===== src/epl_consts.svh =====
`ifndef EPL_CONSTS_SVH
`define EPL_CONSTS_SVH
// -----------------------------------------------------------------
// sizes and reset values
// -----------------------------------------------------------------
`define EPL_NUM_EDGE 16
`define EPL_EDGE_IDX_W 4
`define EPL_PREV_RST 16'h0000
`define EPL_PULSE_RST 16'h0000
`define EPL_LATCH_RST 1'h0
`endif


===== src/epl_pkg.sv =====
package epl_pkg;
  // -----------------------------------------------------------------
  // edge instance kind
  // -----------------------------------------------------------------
  typedef enum logic {
    EPL_RISING,
    EPL_FALLING
  } epl_kind_t;

  // one execution request for an edge pulse instance
  typedef struct packed {
    logic exec;
    logic [3:0] idx;
    epl_kind_t kind;
    logic cond;
    logic interlocked;
  } epl_edge_req_t;

  // one execution request for the latching bit
  typedef struct packed {
    logic exec;
    logic set_cond;
    logic rst_cond;
    logic interlocked;
  } epl_latch_req_t;

  // whole state of the block
  typedef struct packed {
    logic [15:0] prev;
    logic [15:0] pulse;
    logic latch;
    logic latch_valid;
  } epl_state_t;
endpackage


===== src/epl_bits.sv =====
`timescale 1ns/1ps
`include "epl_consts.svh"
module epl_bits (
  input wire logic clk,
  input wire logic rstn,
  input wire epl_pkg::epl_edge_req_t edge_req,
  input wire epl_pkg::epl_latch_req_t latch_req,
  input wire logic retain_en,
  input wire logic [15:0] latch_preset,
  output logic [15:0] pulse_bits,
  output logic latch_bit
);
  // -----------------------------------------------------------------
  // state
  // -----------------------------------------------------------------
  epl_pkg::epl_state_t state_reg;
  epl_pkg::epl_state_t state_next;

  // edge decision shared by both kinds
  function automatic logic epl_edge(input epl_pkg::epl_kind_t kind,
                                    input logic prev, input logic cur);
    if (kind == epl_pkg::EPL_RISING) begin
      epl_edge = !prev && cur;
    end else begin
      epl_edge = prev && !cur;
    end
  endfunction

  // next state; this block has no flag outputs at all
  always_comb begin
    state_next = state_reg;
    // index width caps instances at sixteen
    if (edge_req.exec && !edge_req.interlocked) begin
      state_next.pulse[edge_req.idx] =
        epl_edge(edge_req.kind, state_reg.prev[edge_req.idx],
                 edge_req.cond);
      state_next.prev[edge_req.idx] = edge_req.cond;
    end
    // interlocked: nothing recorded, pulse untouched
    if (latch_req.exec && !latch_req.interlocked) begin
      if (latch_req.rst_cond) begin
        state_next.latch = 1'b0;
      end else if (latch_req.set_cond) begin
        state_next.latch = 1'b1;
      end
    end
    // interlock leaves latch alone
    // retained latch takes its saved value once after each reset
    if (!state_reg.latch_valid) begin
      state_next.latch_valid = 1'b1;
      if (retain_en) begin
        state_next.latch = latch_preset[0];
      end
    end
  end

  // single register stage; reset only loads constants
  always_ff @(posedge clk or negedge rstn) begin
    if (!rstn) begin
      state_reg.prev <= `EPL_PREV_RST;
      state_reg.pulse <= `EPL_PULSE_RST;
      state_reg.latch <= `EPL_LATCH_RST;
      state_reg.latch_valid <= 1'b0;
    end else begin
      state_reg <= state_next;
    end
  end

  assign pulse_bits = state_reg.pulse;
  assign latch_bit = state_reg.latch;
endmodule


===== config.mk =====
export PLATFORM = sky130hd
export DESIGN_NAME = epl_bits
export DESIGN_NICKNAME = d
export VERILOG_FILES = /design/src/epl_pkg.sv /design/src/epl_bits.sv
export VERILOG_INCLUDE_DIRS = /design/src
export SDC_FILE = /design/constraint.sdc
export NUM_CORES = 1
export LEC_CHECK = 0
export BUFFER_PORTS_ARGS = -buffer_cell sky130_fd_sc_hd__buf_4
export CORE_MARGIN = 2
export CORE_UTILIZATION = 35
export CTS_BUF_LIST = sky130_fd_sc_hd__clkbuf_4 sky130_fd_sc_hd__clkbuf_8
export DETAILED_ROUTE_END_ITERATION = 8
export PLACE_DENSITY = 0.64
export SYNTH_ARGS = -nofsm -noshare
export SYNTH_HDL_FRONTEND = slang
export SYNTH_SLANG_ARGS = --single-unit

===== constraint.sdc =====
create_clock -name clk -period 2.8 [get_ports clk]
set_input_delay 0.14 -clock clk [delete_from_list [all_inputs] [get_ports clk]]
set_output_delay 0.14 -clock clk [all_outputs]
set_load 0.05 [all_outputs]

## Word-level counts from Yosys, hierarchy flattened

Cells that the tools add are included.

| word-level totals | value |
|---|---|
| memory bits (read-only) | 0 |
| output and inout bits | 17 |
| RAM bits | 0 |
| word-level logic and storage cells | 28 |
| latch bits | 0 |
| memories | 0 |
| input port bits | 31 |
| bits in registers | 34 |

| cells by class | value |
|---|---|
| $lt $le $gt $ge | 2 |
| multiply operators | 0 |
| eq/ne operators | 0 |
| div/mod/pow operators | 0 |
| add/sub/neg operators | 0 |
| bitwise gates (word level) | 0 |
| shift-type cells | 0 |
| reduce and logical (&&, ||, !) cells | 9 |
| mux-type cells | 13 |

Operators with widths:

| cell | count |
|---|---|
| $bwmux W16 | 2 |
| $mux W1 | 8 |
| $logic_and A1 B1 Y1 | 5 |
| $lt A4 B5 Y1 const B | 1 |
| $bmux W1 S4 | 1 |
| $demux W1 S4 | 1 |
| $ge A4 B1 Y1 const B | 1 |
| $logic_not A1 Y1 | 4 |
| $mux W2 | 1 |

## Depth between registers and ports, before layout

| depth | value |
|---|---|
| depth in word-level cells | 7 |
| depth in mapped cells | 5 |
| gate-level depth less buffers | 4 |

## Worst setup path after synthesis

Ideal clock, no wire load.

| timing path | value |
|---|---|
| path kind | register to register |
| from | register state_reg[23] (netlist name) |
| to | register state_reg (netlist bit pulse_bits[4]) |
| path buffers | 0 |
| setup time | 0.083 ns |
| setup slack | 1.216 ns |
| arrival time | 1.501 ns |
| period minus slack after synthesis | 1.584 ns |
| cell stages (with the launch flop) | 5 |
| data required time | 2.717 ns |
| cell sequence | dfrtp_1 mux4_1 mux2i_1 mux2_2 o21ai_0 |

| between the ends | value |
|---|---|
| longest elaborated chain between the ends | 7 |
| elaborated cells on any way between the ends | 8 |
| those cells by class | mux (5); reduce/logical (3) |

Ends and longest elaborated chain:

| what | line | text |
|---|---|---|
| start: declaration | epl_bits.sv:16 | `epl_pkg::epl_state_t state_reg;` |
| start signal: assignment | epl_bits.sv:65 | `state_reg <= state_next;` |
| $bmux W1 S4 * | epl_bits.sv:35 | `epl_edge(edge_req.kind, state_reg.prev[edge_req.idx],` |
| $mux W1 (not written as such) * | epl_bits.sv:35 |  |
| $logic_not A1 Y1 | epl_bits.sv:23 | `epl_edge = !prev && cur;` |
| $logic_and A1 B1 Y1 | epl_bits.sv:23 |  |
| $mux W1 * | epl_bits.sv:22 | `if (kind == epl_pkg::EPL_RISING) begin` |
| $mux W1 * | epl_bits.sv:33 | `if (edge_req.exec && !edge_req.interlocked) begin` |
| $bwmux W16 * | epl_bits.sv:34 | `state_next.pulse[edge_req.idx] =` |

Mark *: on every way between the ends. The rest lies on a longest branch, timed or not. The select of a mux whose other input is x is not followed.
A chain may end at the register's enable or synchronous reset.

## Final worst setup path

| timing path | value |
|---|---|
| from | register state_reg[29] (netlist name) |
| to | register state_reg (netlist bit pulse_bits[10]) |

Same word-level chain as after synthesis.

==> flow_summary.json <==
{
  "grt_max_degree": 35,
  "core_area_sq_mm": 0.00466,
  "cp_data_required_time_ns": 3.02,
  "final_cell_area_sq_mm": 0.00193,
  "max-cap-violations": 0,
  "synth_async_sr_flop_share_pct": 100,
  "status": "complete, no violations",
  "die-area_sq_mm": 0.00533,
  "path_clk_slew_ns": 0.07,
  "fin_worst_skew_ns": 0.00560,
  "cts_root_buffer": "clkbuf_8",
  "antenna_found_initial": 0,
  "yosys_warnings": 0,
  "clk_latency_ns": 0.28,
  "synth_top_area_share_pct": 51.1,
  "die_h_microns": 73.0,
  "ant_nets": 0,
  "wl_microns": 3240,
  "finalNetCount": 184,
  "crit_type": "reg -> reg",
  "cts.htree.levels": 2,
  "placed_cell_area_sq_mm": 0.00183,
  "start_util_pct": 35.7,
  "synth_edf_count": 0,
  "fin_setup_tns_ns": 0,
  "grt.total_usage_pct": 13.7,
  "finalSetupViolCount": 0,
  "cts_buffers": 5,
  "hold_violations": 0,
  "drtIter0Drc": 34,
  "overflow": 0,
  "timing.fmax_ghz": 0.554,
  "antennaDiodeCount": 0,
  "dr.pass1.iters": 4,
  "dp_hpwl_microns": 2330,
  "drc_errors": 0,
  "ir_drop_mv": 0.385,
  "netlist-cell-type-count": 28,
  "fillers": 460,
  "p_leak_nw": 0.917,
  "io_pins": 48,
  "synthesis.area_sq_mm": 0.00167,
  "largest_reg_flops": 17,
  "ys.flop_type": "dfrtp_1",
  "die_w_microns": 73.0,
  "cts.path.max_buffers": 2,
  "end_kind": "flop",
  "critical_path_peak_fanout": 8,
  "ys_ff_latch": 34,
  "p_total_mw": 1.37,
  "area_growth_pct": 16.2,
  "grt_pass1_vias": 1112,
  "rsz0062_at_grt": "false",
  "final.min_clock_period_ns": 1.81,
  "worst_slew_pin_slew_ns": 0.948,
  "startpoint_type": "flop",
  "ys_top_cells_by_area": "dfrtp_1 (51%), mux2_2 (16%), buf_4 (7.2%), nand2_1 (4.3%), mux4_2 (4.1%)",
  "place.gp.congestion": 0.744,
  "num_rows": 25,
  "synth_largest_area_cell": "dfrtp_1",
  "seq_area_frac_synth_pct": 51.1,
  "grt_pass1_wl_microns": 5420,
  "cp.arrival_ns": 2.03,
  "drive_above_1_share_pct": 46.8,
  "syn_inst": 133,
  "synth_fp_nets": 164,
  "vias": 1037,
  "portBuffers": 32,
  "fin_crit_sh_pct": 64.5,
  "clock_sinks": 34,
  "syn_avg_cell_area_sq_um": 12.5,
  "ctsResizeCount": 0,
  "cts_tree": "yes",
  "maxSlewViolCount": 0,
  "hp-class": "in -> reg",
  "p_per_area_mw_per_mm2": 709,
  "via_per_inst": 4.99,
  "wire_per_inst_microns": 15.6,
  "max-slew-margin-rel_pct": 35.9
}
## placed cells by master (no fill, tap or decap), drive strengths merged, types with 2 or more instances in the layout
cell    count
dfrtp      34
buf        32
mux2       25
nand2      19
o21ai       8
clkbuf      7
mux4        4
nor2b       3
mux2i       3
and4bb      2
nand2b      2
nand3       2
and3        2
## through the flow
stage / std cells / hold WS [ns] / worst slack, ns / utilization, %
5_1_grt: 208 / 0.0907 / 0.862 / 41.5
6_report: 208 / 0.0921 / 0.995 / 41.5
3_3_place_gp: 199 / 0.103 / 0.998 / 39.2
2_1_floorplan: 133 / -0.156 / 1.22 / -
4_1_cts: 208 / 0.0871 / 0.932 / 41.5
3_5_place_dp: 199 / 0.116 / 0.952 / 39.2
## cell families (layout without fill, tap and decap cells)
family,count (synthesis),count (layout),share of synthesized area (%)
other cells,1,1,0.225
mux,32,32,25.3
simple gates,34,34,10.7
buf+inv,21,42,8.87
compound gates,11,11,3.76
flops,34,34,51.1
## area by class of cell
class	instances	area, sq um	area share [%]
Sequential cell	34	851	44.0
Multi-Input combinational cell	78	667	34.5
Timing Repair Buffer	33	250	12.9
Clock buffer	7	90.1	4.66
Tap cell	54	67.6	3.49
Clock inverter	1	5.00	0.259
Inverter	1	3.75	0.194
## path summary, 6_finish.rpt
kind                                           start                    endpoint  slack (ns)  depth (start not counted)
min in group asynchronous                       rstn   pulse_bits[0]$_DFFE_PN0P_        0.34                          2
setup / recovery           state_reg[29]$_DFFE_PN0P_  pulse_bits[10]$_DFFE_PN0P_        0.99                          4
max in group asynchronous                       rstn   state_reg[33]$_DFFE_PN0P_        2.14                          2
hold / removal                       latch_preset[0]         latch_bit$_DFF_PN0_        0.09                          2
setup reg to reg           state_reg[29]$_DFFE_PN0P_  pulse_bits[10]$_DFFE_PN0P_        0.99                          4
hold reg to reg            pulse_bits[7]$_DFFE_PN0P_   pulse_bits[7]$_DFFE_PN0P_        0.48                          2
## cells in the mapped netlist (2+ instances only)
| library cell | n |
|---|---|
| dfrtp_1 | 34 |
| mux2_2 | 24 |
| nand2_1 | 19 |
| buf_4 | 16 |
| o21ai_0 | 8 |
| mux4_2 | 3 |
| nor2b_1 | 3 |
| and3_1 | 2 |
| and4bb_2 | 2 |
| clkbuf_1 | 2 |
| nand2b_1 | 2 |
| nand3_1 | 2 |
## where the power goes
group / total, mW / switching (mW) / internal (mW)
Clock: 0.376 / 0.169 / 0.208
Combinational: 0.380 / 0.226 / 0.154
Sequential: 0.615 / 0.0408 / 0.574
Total: 1.37 / 0.435 / 0.936
## worst max-delay path: stages, from the launching register on
cell,delay [ns]
dfrtp_1,0.39
mux4_2,0.51
mux2i_4,0.17
mux2i_2,0.44
mux2_2,0.24
## layer usage
metal  vias up  GRT usage [%]  part of all wire, %  wire length (microns)
met5         -              0                    0                      0
met4         0           4.94                  1.5                     49
met3         8           4.14                  6.0                    194
met2        38           20.0                   47                   1520
li1        489              -                    -                      -
met1       502           19.3                   45                   1470
## what timing repair did
| action | 4_1_cts | 5_1_grt |
|---|---|---|
| hold buffers | 1 | 0 |
| hold endpoints to repair | 34 | 0 |
| setup buffers | 0 | 0 |
Note: power is estimated with default switching activity, not from simulation.
